==> config.mk <==
export PLATFORM = sky130hd
export DESIGN_NAME = clock_channel_output
export DESIGN_NICKNAME = d
export VERILOG_FILES = /design/src/design/channel_divider.v /design/src/design/clock_channel_output.v
export VERILOG_INCLUDE_DIRS = /design/src /design/src/design
export SDC_FILE = /design/constraint.sdc
export NUM_CORES = 1
export LEC_CHECK = 0
export ABC_CLOCK_PERIOD_IN_PS = 3350
export BUFFER_PORTS_ARGS = -buffer_cell sky130_fd_sc_hd__buf_2
export CAP_MARGIN = 25
export CORE_MARGIN = 2
export CORE_UTILIZATION = 32
export DETAILED_ROUTE_END_ITERATION = 10
export GPL_ROUTABILITY_DRIVEN = 0
export PLACE_DENSITY_LB_ADDON = 0.12
export SYNTH_ARGS = -nofsm -noshare
export SYNTH_HDL_FRONTEND = slang
export SYNTH_SLANG_ARGS = --single-unit
==> constraint.sdc <==
create_clock -name clk -period 3.35 [get_ports clk]
set_input_delay 0.5025 -clock clk [delete_from_list [all_inputs] [get_ports clk]]
set_output_delay 0.5025 -clock clk [all_outputs]
set_load 0.005 [all_outputs]
==> src/design/clock_channel_defs.vh <==
`ifndef CLOCK_CHANNEL_DEFS_VH
`define CLOCK_CHANNEL_DEFS_VH

// register byte offsets; channel c sits at the channel offsets plus c times the stride
`define ADDR_W 10
`define CH_DRIVE_OFFSET 10'h196
`define CH_DIV_LOW_OFFSET 10'h197
`define CH_PHASE_DIV_HIGH_OFFSET 10'h198
`define CH_STRIDE 10'h003
`define AUX_OUT_CTRL_OFFSET 10'h1BA
`define AUX_CHAN_CTRL_OFFSET 10'h1BB

// field positions
`define DRV_INVERT_BIT 7
`define DRV_MODE_MSB 3
`define DRV_MODE_LSB 0
`define PH_FIELD_MSB 7
`define PH_FIELD_LSB 2
`define DIV_HIGH_MSB 1
`define DIV_HIGH_LSB 0
`define AUX_STRENGTH_BIT 4
`define AUX_DIV_MSB 3
`define AUX_DIV_LSB 0
`define AUX_PWRDN_BIT 7
`define AUX_ROUTE_CH1_BIT 1
`define AUX_ROUTE_CH0_BIT 0

// reset values
`define CH_DRIVE_RESET 8'h00
`define CH_DIV_LOW_RESET 8'h00
`define CH_PHASE_DIV_HIGH_RESET 8'h00
`define AUX_OUT_CTRL_RESET 8'h01
`define AUX_CHAN_CTRL_RESET 8'h00

// driver mode codes
`define MODE_TRISTATE 4'h0
`define MODE_PECL_8MA 4'h1
`define MODE_LVDS_3P5MA 4'h2
`define MODE_LVDS_7MA 4'h3
`define MODE_HIGH_CURRENT_TERMINATED 4'h4
`define MODE_LOW_CURRENT_TERMINATED 4'h5
`define MODE_CMOS_BOTH_TRUE 4'h6
`define MODE_CMOS_TRUE_COMP 4'h7
`define MODE_CMOS_TRUE_P_ONLY 4'h8
`define MODE_CMOS_TRUE_N_ONLY 4'h9
`define MODE_CMOS_ALL_HIGHZ 4'hA
`define MODE_CMOS_BOTH_COMP 4'hB
`define MODE_CMOS_COMP_TRUE 4'hC
`define MODE_CMOS_COMP_P_ONLY 4'hD
`define MODE_CMOS_COMP_N_ONLY 4'hE
`define MODE_TRISTATE_ALT 4'hF

// auxiliary divider codes and their half-period toggle limits
`define AUX_DIV1 4'h0
`define AUX_DIV2 4'h1
`define AUX_DIV4 4'h2
`define AUX_DIV8 4'h4
`define AUX_DIV16 4'h8
`define AUX_LIM1 4'h0
`define AUX_LIM2 4'h1
`define AUX_LIM4 4'h3
`define AUX_LIM8 4'h7
`define AUX_LIM16 4'hF

`endif

==> src/design/channel_divider.v <==
`timescale 1ns/1ps
`default_nettype none
`include "clock_channel_defs.vh"

// divide-by-(setting+1) with a delayed start after sync release, in half input periods
module channel_divider #(
    parameter DIV_W = 10,
    parameter PHASE_W = 6
) (
    input wire clk,
    input wire resetn,
    input wire ce,
    input wire half_tick,
    input wire sync_hold,
    input wire [DIV_W-1:0] div_setting,
    input wire [PHASE_W-1:0] phase,
    output reg div_clk
);
    localparam [2:0] ST_HOLD = 3'h1;
    localparam [2:0] ST_DELAY = 3'h2;
    localparam [2:0] ST_RUN = 3'h4;

    reg [2:0] state;
    reg [DIV_W-1:0] count;
    wire [DIV_W-1:0] phase_wide = {{(DIV_W-PHASE_W){1'b0}}, phase};
    wire [DIV_W-1:0] phase_last = phase_wide - {{(DIV_W-1){1'b0}}, 1'b1};

    // every half input period counts once, so the output toggles after setting+1 ticks
    // and the duty stays even for odd divides too
    always @(posedge clk or negedge resetn) begin
        if (!resetn) begin
            state <= ST_HOLD;
            count <= {DIV_W{1'b0}};
            div_clk <= 1'b0;
        end else if (ce) begin
            if (sync_hold) begin
                state <= ST_HOLD;
                count <= {DIV_W{1'b0}};
                div_clk <= 1'b0;
            end else begin
                case (state)
                    ST_HOLD: begin
                        count <= {DIV_W{1'b0}};
                        state <= (phase == {PHASE_W{1'b0}}) ? ST_RUN : ST_DELAY;
                    end
                    ST_DELAY: begin
                        // wait the programmed half periods before the first edge
                        if (half_tick) begin
                            if (count == phase_last) begin
                                state <= ST_RUN;
                                count <= {DIV_W{1'b0}};
                            end else begin
                                count <= count + {{(DIV_W-1){1'b0}}, 1'b1};
                            end
                        end
                    end
                    ST_RUN: begin
                        if (half_tick) begin
                            if (count == div_setting) begin
                                div_clk <= ~div_clk;
                                count <= {DIV_W{1'b0}};
                            end else begin
                                count <= count + {{(DIV_W-1){1'b0}}, 1'b1};
                            end
                        end
                    end
                    default: begin
                        state <= ST_HOLD;
                        count <= {DIV_W{1'b0}};
                    end
                endcase
            end
        end
    end
endmodule

`default_nettype wire

==> src/design/clock_channel_output.v <==
// Strobed register access was decided locally.
`timescale 1ns/1ps
`default_nettype none
`include "clock_channel_defs.vh"

// What this block does
// mode codes 0 to 9 pick tristate, differential standards, or CMOS true variants
// drive register bit 7 inverts the clock leaving the channel divider
// code A all high-Z, B both complement, C plus complement minus true
// code D plus complement only, E minus complement only, F tristate
// channel divider divides by the 10-bit setting plus one
// divider low byte in one register, bits 9:8 in the next register's bits 1:0
// after sync the divider starts at a phase of 6-bit half-period steps
// phase delay counts half input periods from sync release before first edge
// auxiliary output strength bit 4: one weak, zero strong
// auxiliary divider code picks divide by 1, 2, 4, 8 or 16; default 2
// software writes only the five listed auxiliary divider codes
// auxiliary channel control bit 7 powers down the auxiliary driver
// bits 1 and 0 route the oscillator clock to channels 1 and 0 dividers
module clock_channel_output #(
    parameter NUM_CHANNELS = 6,
    parameter DIV_W = 10,
    parameter PHASE_W = 6
) (
    input wire clk,
    input wire resetn,
    input wire ce,
    input wire [`ADDR_W-1:0] addr,
    input wire [7:0] wdata,
    input wire wr,
    input wire rd,
    output reg [7:0] rdata,
    input wire vco_half_tick,
    input wire osc_half_tick,
    input wire sync_hold,
    output reg [NUM_CHANNELS-1:0] out_p,
    output reg [NUM_CHANNELS-1:0] out_n,
    output reg [NUM_CHANNELS-1:0] oe_p,
    output reg [NUM_CHANNELS-1:0] oe_n,
    output reg [NUM_CHANNELS-1:0] diff_enable,
    output reg [4*NUM_CHANNELS-1:0] drive_mode,
    output reg cleanup_loop_clock_pin,
    output reg cleanup_loop_clock_oe,
    output reg cleanup_loop_weak_drive
);
    // pin pattern: {p_true, p_comp, p_en, n_true, n_comp, n_en, diff}
    // differential codes drive p true and n complement
    function [6:0] pin_pattern;
        input [3:0] mode;
        begin
            case (mode)
                `MODE_PECL_8MA, `MODE_LVDS_3P5MA, `MODE_LVDS_7MA,
                `MODE_HIGH_CURRENT_TERMINATED, `MODE_LOW_CURRENT_TERMINATED:
                    pin_pattern = 7'b1010111;
                `MODE_CMOS_BOTH_TRUE: pin_pattern = 7'b1011010;
                `MODE_CMOS_TRUE_COMP: pin_pattern = 7'b1010110;
                `MODE_CMOS_TRUE_P_ONLY: pin_pattern = 7'b1010000;
                `MODE_CMOS_TRUE_N_ONLY: pin_pattern = 7'b0001010;
                `MODE_CMOS_BOTH_COMP: pin_pattern = 7'b0110110;
                `MODE_CMOS_COMP_TRUE: pin_pattern = 7'b0111010;
                `MODE_CMOS_COMP_P_ONLY: pin_pattern = 7'b0110000;
                `MODE_CMOS_COMP_N_ONLY: pin_pattern = 7'b0000110;
                // tristate, all high-Z and the alternate tristate code
                default: pin_pattern = 7'b0000000;
            endcase
        end
    endfunction

    // toggle limit in half periods for each auxiliary divider code
    function [3:0] aux_limit;
        input [3:0] code;
        begin
            case (code)
                `AUX_DIV2: aux_limit = `AUX_LIM2;
                `AUX_DIV4: aux_limit = `AUX_LIM4;
                `AUX_DIV8: aux_limit = `AUX_LIM8;
                `AUX_DIV16: aux_limit = `AUX_LIM16;
                // unlisted codes are not to be written; they fall back to divide by 1
                default: aux_limit = `AUX_LIM1;
            endcase
        end
    endfunction

    reg [7:0] aux_loop_output_control;
    reg [7:0] aux_loop_channel_control;
    reg [8*NUM_CHANNELS-1:0] channel_drive;
    reg [8*NUM_CHANNELS-1:0] channel_divider_low;
    reg [8*NUM_CHANNELS-1:0] channel_phase_and_divider_high;
    wire [NUM_CHANNELS-1:0] div_clk;
    reg [3:0] aux_count;
    reg aux_clk;
    reg [7:0] next_rdata;
    integer k;

    wire aux_out_sel = (addr == `AUX_OUT_CTRL_OFFSET);
    wire aux_chan_sel = (addr == `AUX_CHAN_CTRL_OFFSET);

    // auxiliary registers; reset default gives divide by 2
    always @(posedge clk or negedge resetn) begin
        if (!resetn) begin
            aux_loop_output_control <= `AUX_OUT_CTRL_RESET;
            aux_loop_channel_control <= `AUX_CHAN_CTRL_RESET;
        end else if (ce && wr) begin
            if (aux_out_sel)
                aux_loop_output_control <= wdata;
            if (aux_chan_sel)
                aux_loop_channel_control <= wdata;
        end
    end

    genvar c;
    generate
        for (c = 0; c < NUM_CHANNELS; c = c + 1) begin : g_chan
            // the product is integer wide; only the address bits are kept
            wire [31:0] base_full = c * `CH_STRIDE;
            wire [`ADDR_W-1:0] base = base_full[`ADDR_W-1:0];
            wire drv_sel = (addr == `CH_DRIVE_OFFSET + base);
            wire low_sel = (addr == `CH_DIV_LOW_OFFSET + base);
            wire high_sel = (addr == `CH_PHASE_DIV_HIGH_OFFSET + base);
            wire [7:0] drv = channel_drive[8*c +: 8];
            wire [7:0] ph_reg = channel_phase_and_divider_high[8*c +: 8];
            wire [DIV_W-1:0] setting = {ph_reg[`DIV_HIGH_MSB:`DIV_HIGH_LSB],
                                        channel_divider_low[8*c +: 8]};
            wire [PHASE_W-1:0] phase = ph_reg[`PH_FIELD_MSB:`PH_FIELD_LSB];
            wire route_osc;
            wire half_tick;
            wire chan_clk;
            wire [6:0] pat;

            if (c == 0) begin : g_route0
                assign route_osc = aux_loop_channel_control[`AUX_ROUTE_CH0_BIT];
            end else if (c == 1) begin : g_route1
                assign route_osc = aux_loop_channel_control[`AUX_ROUTE_CH1_BIT];
            end else begin : g_route_none
                assign route_osc = 1'b0;
            end
            // oscillator or VCO-divider clock feeds the divider
            assign half_tick = route_osc ? osc_half_tick : vco_half_tick;

            // channel registers
            always @(posedge clk or negedge resetn) begin
                if (!resetn) begin
                    channel_drive[8*c +: 8] <= `CH_DRIVE_RESET;
                    channel_divider_low[8*c +: 8] <= `CH_DIV_LOW_RESET;
                    channel_phase_and_divider_high[8*c +: 8] <= `CH_PHASE_DIV_HIGH_RESET;
                end else if (ce && wr) begin
                    if (drv_sel)
                        channel_drive[8*c +: 8] <= wdata;
                    if (low_sel)
                        channel_divider_low[8*c +: 8] <= wdata;
                    if (high_sel)
                        channel_phase_and_divider_high[8*c +: 8] <= wdata;
                end
            end

            channel_divider #(
                .DIV_W(DIV_W),
                .PHASE_W(PHASE_W)
            ) u_div (
                .clk(clk),
                .resetn(resetn),
                .ce(ce),
                .half_tick(half_tick),
                .sync_hold(sync_hold),
                .div_setting(setting),
                .phase(phase),
                .div_clk(div_clk[c])
            );

            assign chan_clk = div_clk[c] ^ drv[`DRV_INVERT_BIT];
            assign pat = pin_pattern(drv[`DRV_MODE_MSB:`DRV_MODE_LSB]);

            // pins are registered so mode changes never glitch the pads
            always @(posedge clk or negedge resetn) begin
                if (!resetn) begin
                    out_p[c] <= 1'b0;
                    out_n[c] <= 1'b0;
                    oe_p[c] <= 1'b0;
                    oe_n[c] <= 1'b0;
                    diff_enable[c] <= 1'b0;
                    drive_mode[4*c +: 4] <= `MODE_TRISTATE;
                end else if (ce) begin
                    out_p[c] <= (pat[6] & chan_clk) | (pat[5] & ~chan_clk);
                    oe_p[c] <= pat[4];
                    out_n[c] <= (pat[3] & chan_clk) | (pat[2] & ~chan_clk);
                    oe_n[c] <= pat[1];
                    diff_enable[c] <= pat[0];
                    drive_mode[4*c +: 4] <= drv[`DRV_MODE_MSB:`DRV_MODE_LSB];
                end
            end
        end
    endgenerate

    // auxiliary divider: power-of-two divide of the oscillator clock
    always @(posedge clk or negedge resetn) begin
        if (!resetn) begin
            aux_count <= 4'h0;
            aux_clk <= 1'b0;
        end else if (ce && osc_half_tick) begin
            if (aux_count >= aux_limit(aux_loop_output_control[`AUX_DIV_MSB:`AUX_DIV_LSB])) begin
                aux_clk <= ~aux_clk;
                aux_count <= 4'h0;
            end else begin
                aux_count <= aux_count + 4'h1;
            end
        end
    end

    // auxiliary pin; powered down means not driven, the divider keeps running
    always @(posedge clk or negedge resetn) begin
        if (!resetn) begin
            cleanup_loop_clock_pin <= 1'b0;
            cleanup_loop_clock_oe <= 1'b0;
            cleanup_loop_weak_drive <= 1'b0;
        end else if (ce) begin
            cleanup_loop_clock_oe <= ~aux_loop_channel_control[`AUX_PWRDN_BIT];
            cleanup_loop_clock_pin <= aux_clk & ~aux_loop_channel_control[`AUX_PWRDN_BIT];
            cleanup_loop_weak_drive <= aux_loop_output_control[`AUX_STRENGTH_BIT];
        end
    end

    // read mux; unmapped addresses read zero
    always @* begin
        next_rdata = 8'h00;
        if (aux_out_sel)
            next_rdata = aux_loop_output_control;
        if (aux_chan_sel)
            next_rdata = aux_loop_channel_control;
        for (k = 0; k < NUM_CHANNELS; k = k + 1) begin
            if (addr == `CH_DRIVE_OFFSET + k * `CH_STRIDE)
                next_rdata = channel_drive[8*k +: 8];
            if (addr == `CH_DIV_LOW_OFFSET + k * `CH_STRIDE)
                next_rdata = channel_divider_low[8*k +: 8];
            if (addr == `CH_PHASE_DIV_HIGH_OFFSET + k * `CH_STRIDE)
                next_rdata = channel_phase_and_divider_high[8*k +: 8];
        end
    end

    // read data stand only in the cycle after the strobe
    always @(posedge clk or negedge resetn) begin
        if (!resetn)
            rdata <= 8'h00;
        else if (ce)
            rdata <= rd ? next_rdata : 8'h00;
    end
endmodule

`default_nettype wire

* Word-level counts from Yosys, hierarchy flattened
Memory sizes are Yosys's and may differ from the RTL's.
Index checks and enable logic that the tools add are counted.
** Cells by class
- Bitwise operators :: 57
- $add $sub $neg :: 13
- Equal/unequal tests :: 78
- Muxes and demuxes :: 116
- $lt $le $gt $ge :: 1
- Reduce and logical (&&, ||, !) cells :: 62
** Operators with widths (count)
- 10-bit two-way mux :: 30
- 10-bit by 9-bit equality test with 1-bit output (second input constant) :: 20
- 8-bit two-way mux :: 21
- 10-bit equality test :: 12
- 10-bit one-hot mux with 2 select lines :: 6
- 3-bit two-way mux :: 24
- 10-bit by 1-bit adder with 10-bit output (second input constant) :: 6
- 3-bit one-hot mux with 3 select lines :: 6
- 4-bit AND reduction :: 12
- 2-bit AND reduction :: 21
- 6-bit by 1-bit subtractor with 7-bit output (second input constant) :: 6
- 6-bit zero test :: 6
- 3-bit != test (second input constant) :: 12
- 2-bit nonzero test :: 15
- 1-bit two-way mux :: 26
- 1-bit AND :: 25
- 3-bit by 1-bit equality test with 1-bit output (second input constant) :: 6
- 3-bit by 2-bit equality test with 1-bit output (second input constant) :: 6
- 3-bit equality test (second input constant) :: 6
- 3-bit by 2-bit != test with 1-bit output (second input constant) :: 6
- 3-bit AND reduction :: 6
- 4-bit one-hot mux with 4 select lines :: 1
- 1-bit NOT :: 14
- 2-bit != test (second input constant) :: 6
- other kinds (10) :: 28
** Word-level totals
- Flip-flop bits (word level) :: 314
- Memories :: 6
- Logic and storage cells :: 413
- Memory bits (read-only) :: 672
- Output and inout bits :: 65
- Input bits :: 26
** Memories
- (name not given) :: depth 16, width 7, read ports 1, clocked after memory_dff 0, write ports 0, RTL line clock_channel_output.v:51 : case (mode)
- (name not given) :: depth 16, width 7, read ports 1, clocked after memory_dff 0, write ports 0, RTL line clock_channel_output.v:51
- (name not given) :: depth 16, width 7, read ports 1, clocked after memory_dff 0, write ports 0, RTL line clock_channel_output.v:51
- (name not given) :: depth 16, width 7, read ports 1, clocked after memory_dff 0, write ports 0, RTL line clock_channel_output.v:51
- (name not given) :: depth 16, width 7, read ports 1, clocked after memory_dff 0, write ports 0, RTL line clock_channel_output.v:51
- (name not given) :: depth 16, width 7, read ports 1, clocked after memory_dff 0, write ports 0, RTL line clock_channel_output.v:51

* Longest topological paths before layout
- Depth after elaboration :: 22
- Gate-level depth with buffers :: 11
- Depth with buffers taken out :: 10

* By module
Synthesis repeated with hierarchy kept, for this count alone.
** Second synthesis, totals
- Cells, all modules :: 1929
- Area, all modules :: 19650.1 µm²
** Modules (own cells, without submodules)
- clock_channel_output :: sequential area each 5756.8 µm², instances 1, area each 12114.1 µm², cells each 1040
- channel_divider at g_chan[0].u_div ... :: sequential area each 351.6 µm², instances 4, area each 1266.2 µm², cells each 149
- channel_divider at g_chan[5].u_div :: sequential area each 351.6 µm², instances 1, area each 1252.5 µm², cells each 150
- channel_divider at g_chan[1].u_div :: sequential area each 351.6 µm², instances 1, area each 1218.7 µm², cells each 143

* Worst setup path before layout
No wires, ideal clock.
- Kind :: reg-to-reg
- Start point :: register channel_phase_and_divider_high[26], in the netlist g_chan[3].ph_reg[2]
- End point :: register g_chan[3].u_div.count[7]
- Setup slack :: 956 ps
- Arrival time :: 2270 ps
- Clock period less this slack :: 2394 ps
- Path buffers :: 1
- Setup time :: 124 ps
- Data required time :: 3226 ps
- Cell stages (with the launch flop) :: 11
- Path through :: dfrtp_1 inv_1 ha_1 inv_1 or3_1 a211o_1 a211o_1 a32oi_2 buf_6 nor2_2 a211o_1
** Between the ends
- Cells in the longest elaborated chain, start to end :: 6
** RTL lines
- from (decl) :: RTL line clock_channel_output.v:88 : reg [8*NUM_CHANNELS-1:0] channel_phase_and_divider_high;
- from (signal, indexed assignment) :: RTL line clock_channel_output.v:145 : channel_phase_and_divider_high[8*c +: 8] <= `CH_PHASE_DIV_HIGH_RESET;
- from (signal, indexed assignment) :: RTL line clock_channel_output.v:152 : channel_phase_and_divider_high[8*c +: 8] <= wdata;
- 6-bit by 1-bit subtractor with 7-bit output :: RTL line channel_divider.v:26 : wire [DIV_W-1:0] phase_last = phase_wide - {{(DIV_W-1){1'b0}}, 1'b1};
- 10-bit equality test :: RTL line channel_divider.v:49 : if (count == phase_last) begin
- 10-bit two-way mux :: RTL line channel_divider.v:49
- 10-bit two-way mux :: RTL line channel_divider.v:48 : if (half_tick) begin
- 10-bit one-hot mux with 2 select lines :: RTL line channel_divider.v:41 : case (state)
- 10-bit two-way mux :: RTL line channel_divider.v:36 : if (sync_hold) begin
- to (signal assigned) :: RTL line channel_divider.v:38 : count <= {DIV_W{1'b0}};
- to (signal assigned) :: RTL line channel_divider.v:43 : count <= {DIV_W{1'b0}};
- to (signal assigned) :: RTL line channel_divider.v:51 : count <= {DIV_W{1'b0}};
- to (decl) :: RTL line channel_divider.v:24 : reg [DIV_W-1:0] count;
Every way passes these cells. The select of a mux whose other input is x is not followed.
A chain may end at the register's enable or synchronous reset.

* Worst setup path in the final report
- Start point :: register channel_phase_and_divider_high[26], in the netlist g_chan[3].ph_reg[2]
- End point :: register g_chan[3].u_div.count[8]
The elaborated chain is that of the path after synthesis.

==> flow_summary.ini <==
[run_status]
status = completed

[sta]
max_slew.worst_pin.slew_ns = 0.829
report.final.setup_viol = 0
post-route-period-util_pct = 86.3
fin_tns_setup_ns = 0
grt_setup_unrepaired = no
period_needed_ns = 2.89
timing.final.hold_violations = 0
fin_skew_ns = 0.0178
timing.final.ws_setup_ns = 0.458
max_freq_mhz = 346
max-slew-margin-rel_pct = 44.4
finalMaxSlewViolations = 0

[drt]
routed_wl_um = 59400
drt_iter0_drc = 922
via_count_normalized_by_instance_count = 5.40
dr.pass1.iters = 5
route.vias.total = 14600
post_drt_wl_per_cell_um = 21.9
remaining_antenna_violation_count_after_routing = 0
drcViolationCount = 0

[final_layout]
largest_register_ff_count = 60
multiInputGateArea_um2 = 10000
filler_cell_count = 5831
antenna-diode-count = 0
final-instance-count-excl-fill = 2712
sequential_cell_area_um2 = 7870
final_nets = 1993
final_layout_size_suffix_gt1_share_pct = 23.0
area_growth_syn_to_layout_pct = 15.0
register_containing_the_most_flip_flops_in_the_final_layout = g_chan.u_div.count

[critical_path]
start_kind = flop
crit_path_max_incr_delay_ns = 0.62
crit_path_top_delay_cell = sky130_fd_sc_hd__a32oi_2
cp_max_fo = 14
critPathMostFrequentCell = sky130_fd_sc_hd__a211o_1
critical_r2r_launch = g_chan[3].ph_reg[2]
timing.critical_path.arrival_ns = 3.35
worst_setup_path_end_kind = flop
timing.critical_path.cells = inv_1, ha_1, inv_1, or3_1, a211o_1, a211o_1, a32oi_2, nor3_1, a211o_1
crit_family = compound AO/OA/AOI/OAI gates
worst-setup-path-type = flop to flop
required_ns = 3.80
critical_path_buf_inv_count = 2
worstSetupStartpoint = g_chan[3].ph_reg[2]

[yosys]
dominant_cell_type_by_area_after_synthesis = sky130_fd_sc_hd__dfrtp_1
largest_cells_by_area_after_synthesis = sky130_fd_sc_hd__dfrtp_1, sky130_fd_sc_hd__mux2_2, sky130_fd_sc_hd__ha_1
syn_area_um2 = 18600
synth.avg_cell_area_um2 = 10.0
synth_edf_count = 0
postSynthRegisterBits = 314
synthFlopType = sky130_fd_sc_hd__dfrtp_1
syn_inst = 1852
synth_top_cells_by_count = sky130_fd_sc_hd__dfrtp_1, sky130_fd_sc_hd__mux2_2, sky130_fd_sc_hd__nor2_1
synth_warnings = 0
ys_async_sr_fraction_pct = 100
synth_fp_nets = 1931
synth-seq-area-share_pct = 42.4
synth_largest_type_area_fraction_pct = 41.4
synth_cell_types = 82
post-synth-top-count-cell = sky130_fd_sc_hd__dfrtp_1

[grt]
via_count_of_the_first_global_routing_pass = 14800
antenna_found_initial = 2
grt_util_all_layers_pct = 19.9
grt_pass1_wl_um = 92300
grt_max_degree = 84
globalRouteOverflowTotal = 0

[placement]
post-dp-hpwl_um = 42300
portBuffers = 90
detailedPlace.worstSlack_ns = 0.428
place_inst = 2633

[clock_network]
cts.root.buffer_cell = sky130_fd_sc_hd__clkbuf_16
ctsLongestPathBuffers = 3
clk_latency_ns = 0.58
htreeDepth = 2
cts_buf_count = 42
clkTransAtPathRegs_ns = 0.06
ctsResizeCount = 0
cts_num_sinks = 314
cts_tree = done

[die]
top_level_pins = 91
floorplan.rows = 88
die-height_um = 245
dieArea_um2 = 60000
die_width_um = 245
starting_density_of_the_core_pct = 32.3
core-area_um2 = 57600

[min_path]
hold_path_class = primary input to flop
hold_path_startpoint = ce

[job]
max_cap_violations = 0

[power_and_ir_drop]
irDropWorstVdd_v = 0.000404
power_density_nw_per_um2 = 461
report.power.total_mw = 9.84
static-leakage-power_nw = 9.87
## through the flow
stage	hold WS [ns]	area, µm²	utilization (%)
after global routing	0.295	21400	37.1
after detailed placement	0.463	19900	34.5
after global placement	0.463	19900	34.5
after CTS	0.269	21300	37.1
final	0.297	21400	37.1
after floorplan	0.207	18600	-
## logic make-up after synthesis
group / Yosys count / share of synthesized area (%)
buf+inv: 172 / 3.64
mux: 256 / 15.8
flops: 314 / 42.4
fa+ha+maj: 53 / 3.57
simple gates: 542 / 14.6
xor+xnor: 124 / 5.85
compound gates: 391 / 14.2
## timing repair
item                       in CTS  in global routing
setup buffers                   0                  0
setup endpoints to repair       0                  0
hold endpoints to repair       68                  0
hold buffers                    1                  0
## worst paths after layout
check | cells past startpoint | to | slack (ns)
setup reg to reg | 9 | g_chan[3].u_div.count[8] | 0.46
max in group asynchronous | 3 | g_chan[3].drv[2] | 1.96
hold / removal | 3 | g_chan[4].u_div.state[0] | 0.30
hold reg to reg | 1 | cleanup_loop_clock_oe | 0.47
min in group asynchronous | 2 | g_chan[5].u_div.count[2] | 0.53
setup / recovery | 9 | g_chan[3].u_div.count[8] | 0.46
## cell type report
| class | instances | area share (%) |
|---|---|---|
| multi-input combinational | 1366 | 47.0 |
| sequential | 314 | 36.8 |
| clock buffer | 53 | 5.49 |
| tap | 765 | 4.48 |
| timing repair buffer | 130 | 3.88 |
| clock inverter | 24 | 1.28 |
| inverter | 60 | 1.05 |
## cells in the final DEF (no fill, tap or decap), drive strengths merged, types with 9 or more instances in the layout
master     n
dfrtp    307
mux2     213
nor2     137
buf      129
nand2    122
a21oi    101
o21ai     77
xnor2     72
inv       61
ha        53
clkbuf    53
xor2      52
nor3      51
nand3     46
nand2b    38
nor2b     37
mux2i     35
and3      27
a22o      27
nor4      22
nand4     20
a22oi     17
clkinv    16
a31oi     15
a21o      14
o22ai     14
a211o     11
a32oi     10
o2bb2ai    9
## power breakdown
group | switching (mW) | internal [mW] | leakage (nW)
clock network | 1.84 | 2.87 | 0.720
logic | 0.593 | 0.387 | 4.83
registers | 0.204 | 3.95 | 4.32
## worst reg2reg max path: cells and delay by family, from the launching register on
kind            cells  cell delay (ns)
compound gates      4             1.47
flops               1             0.46
simple gates        2             0.46
fa+ha+maj           1             0.19
buf+inv             2             0.18
## per-layer routing
metal  vias up  routed length [µm]  GRT usage (%)
li1       6855                   -              -
met1      7406               28000           27.3
met3        90                2250           2.95
met4         4                1640           6.49
met5         -                  27              0
met2       292               27500           32.1
No activity file was read; power rests on OpenSTA's default activity.
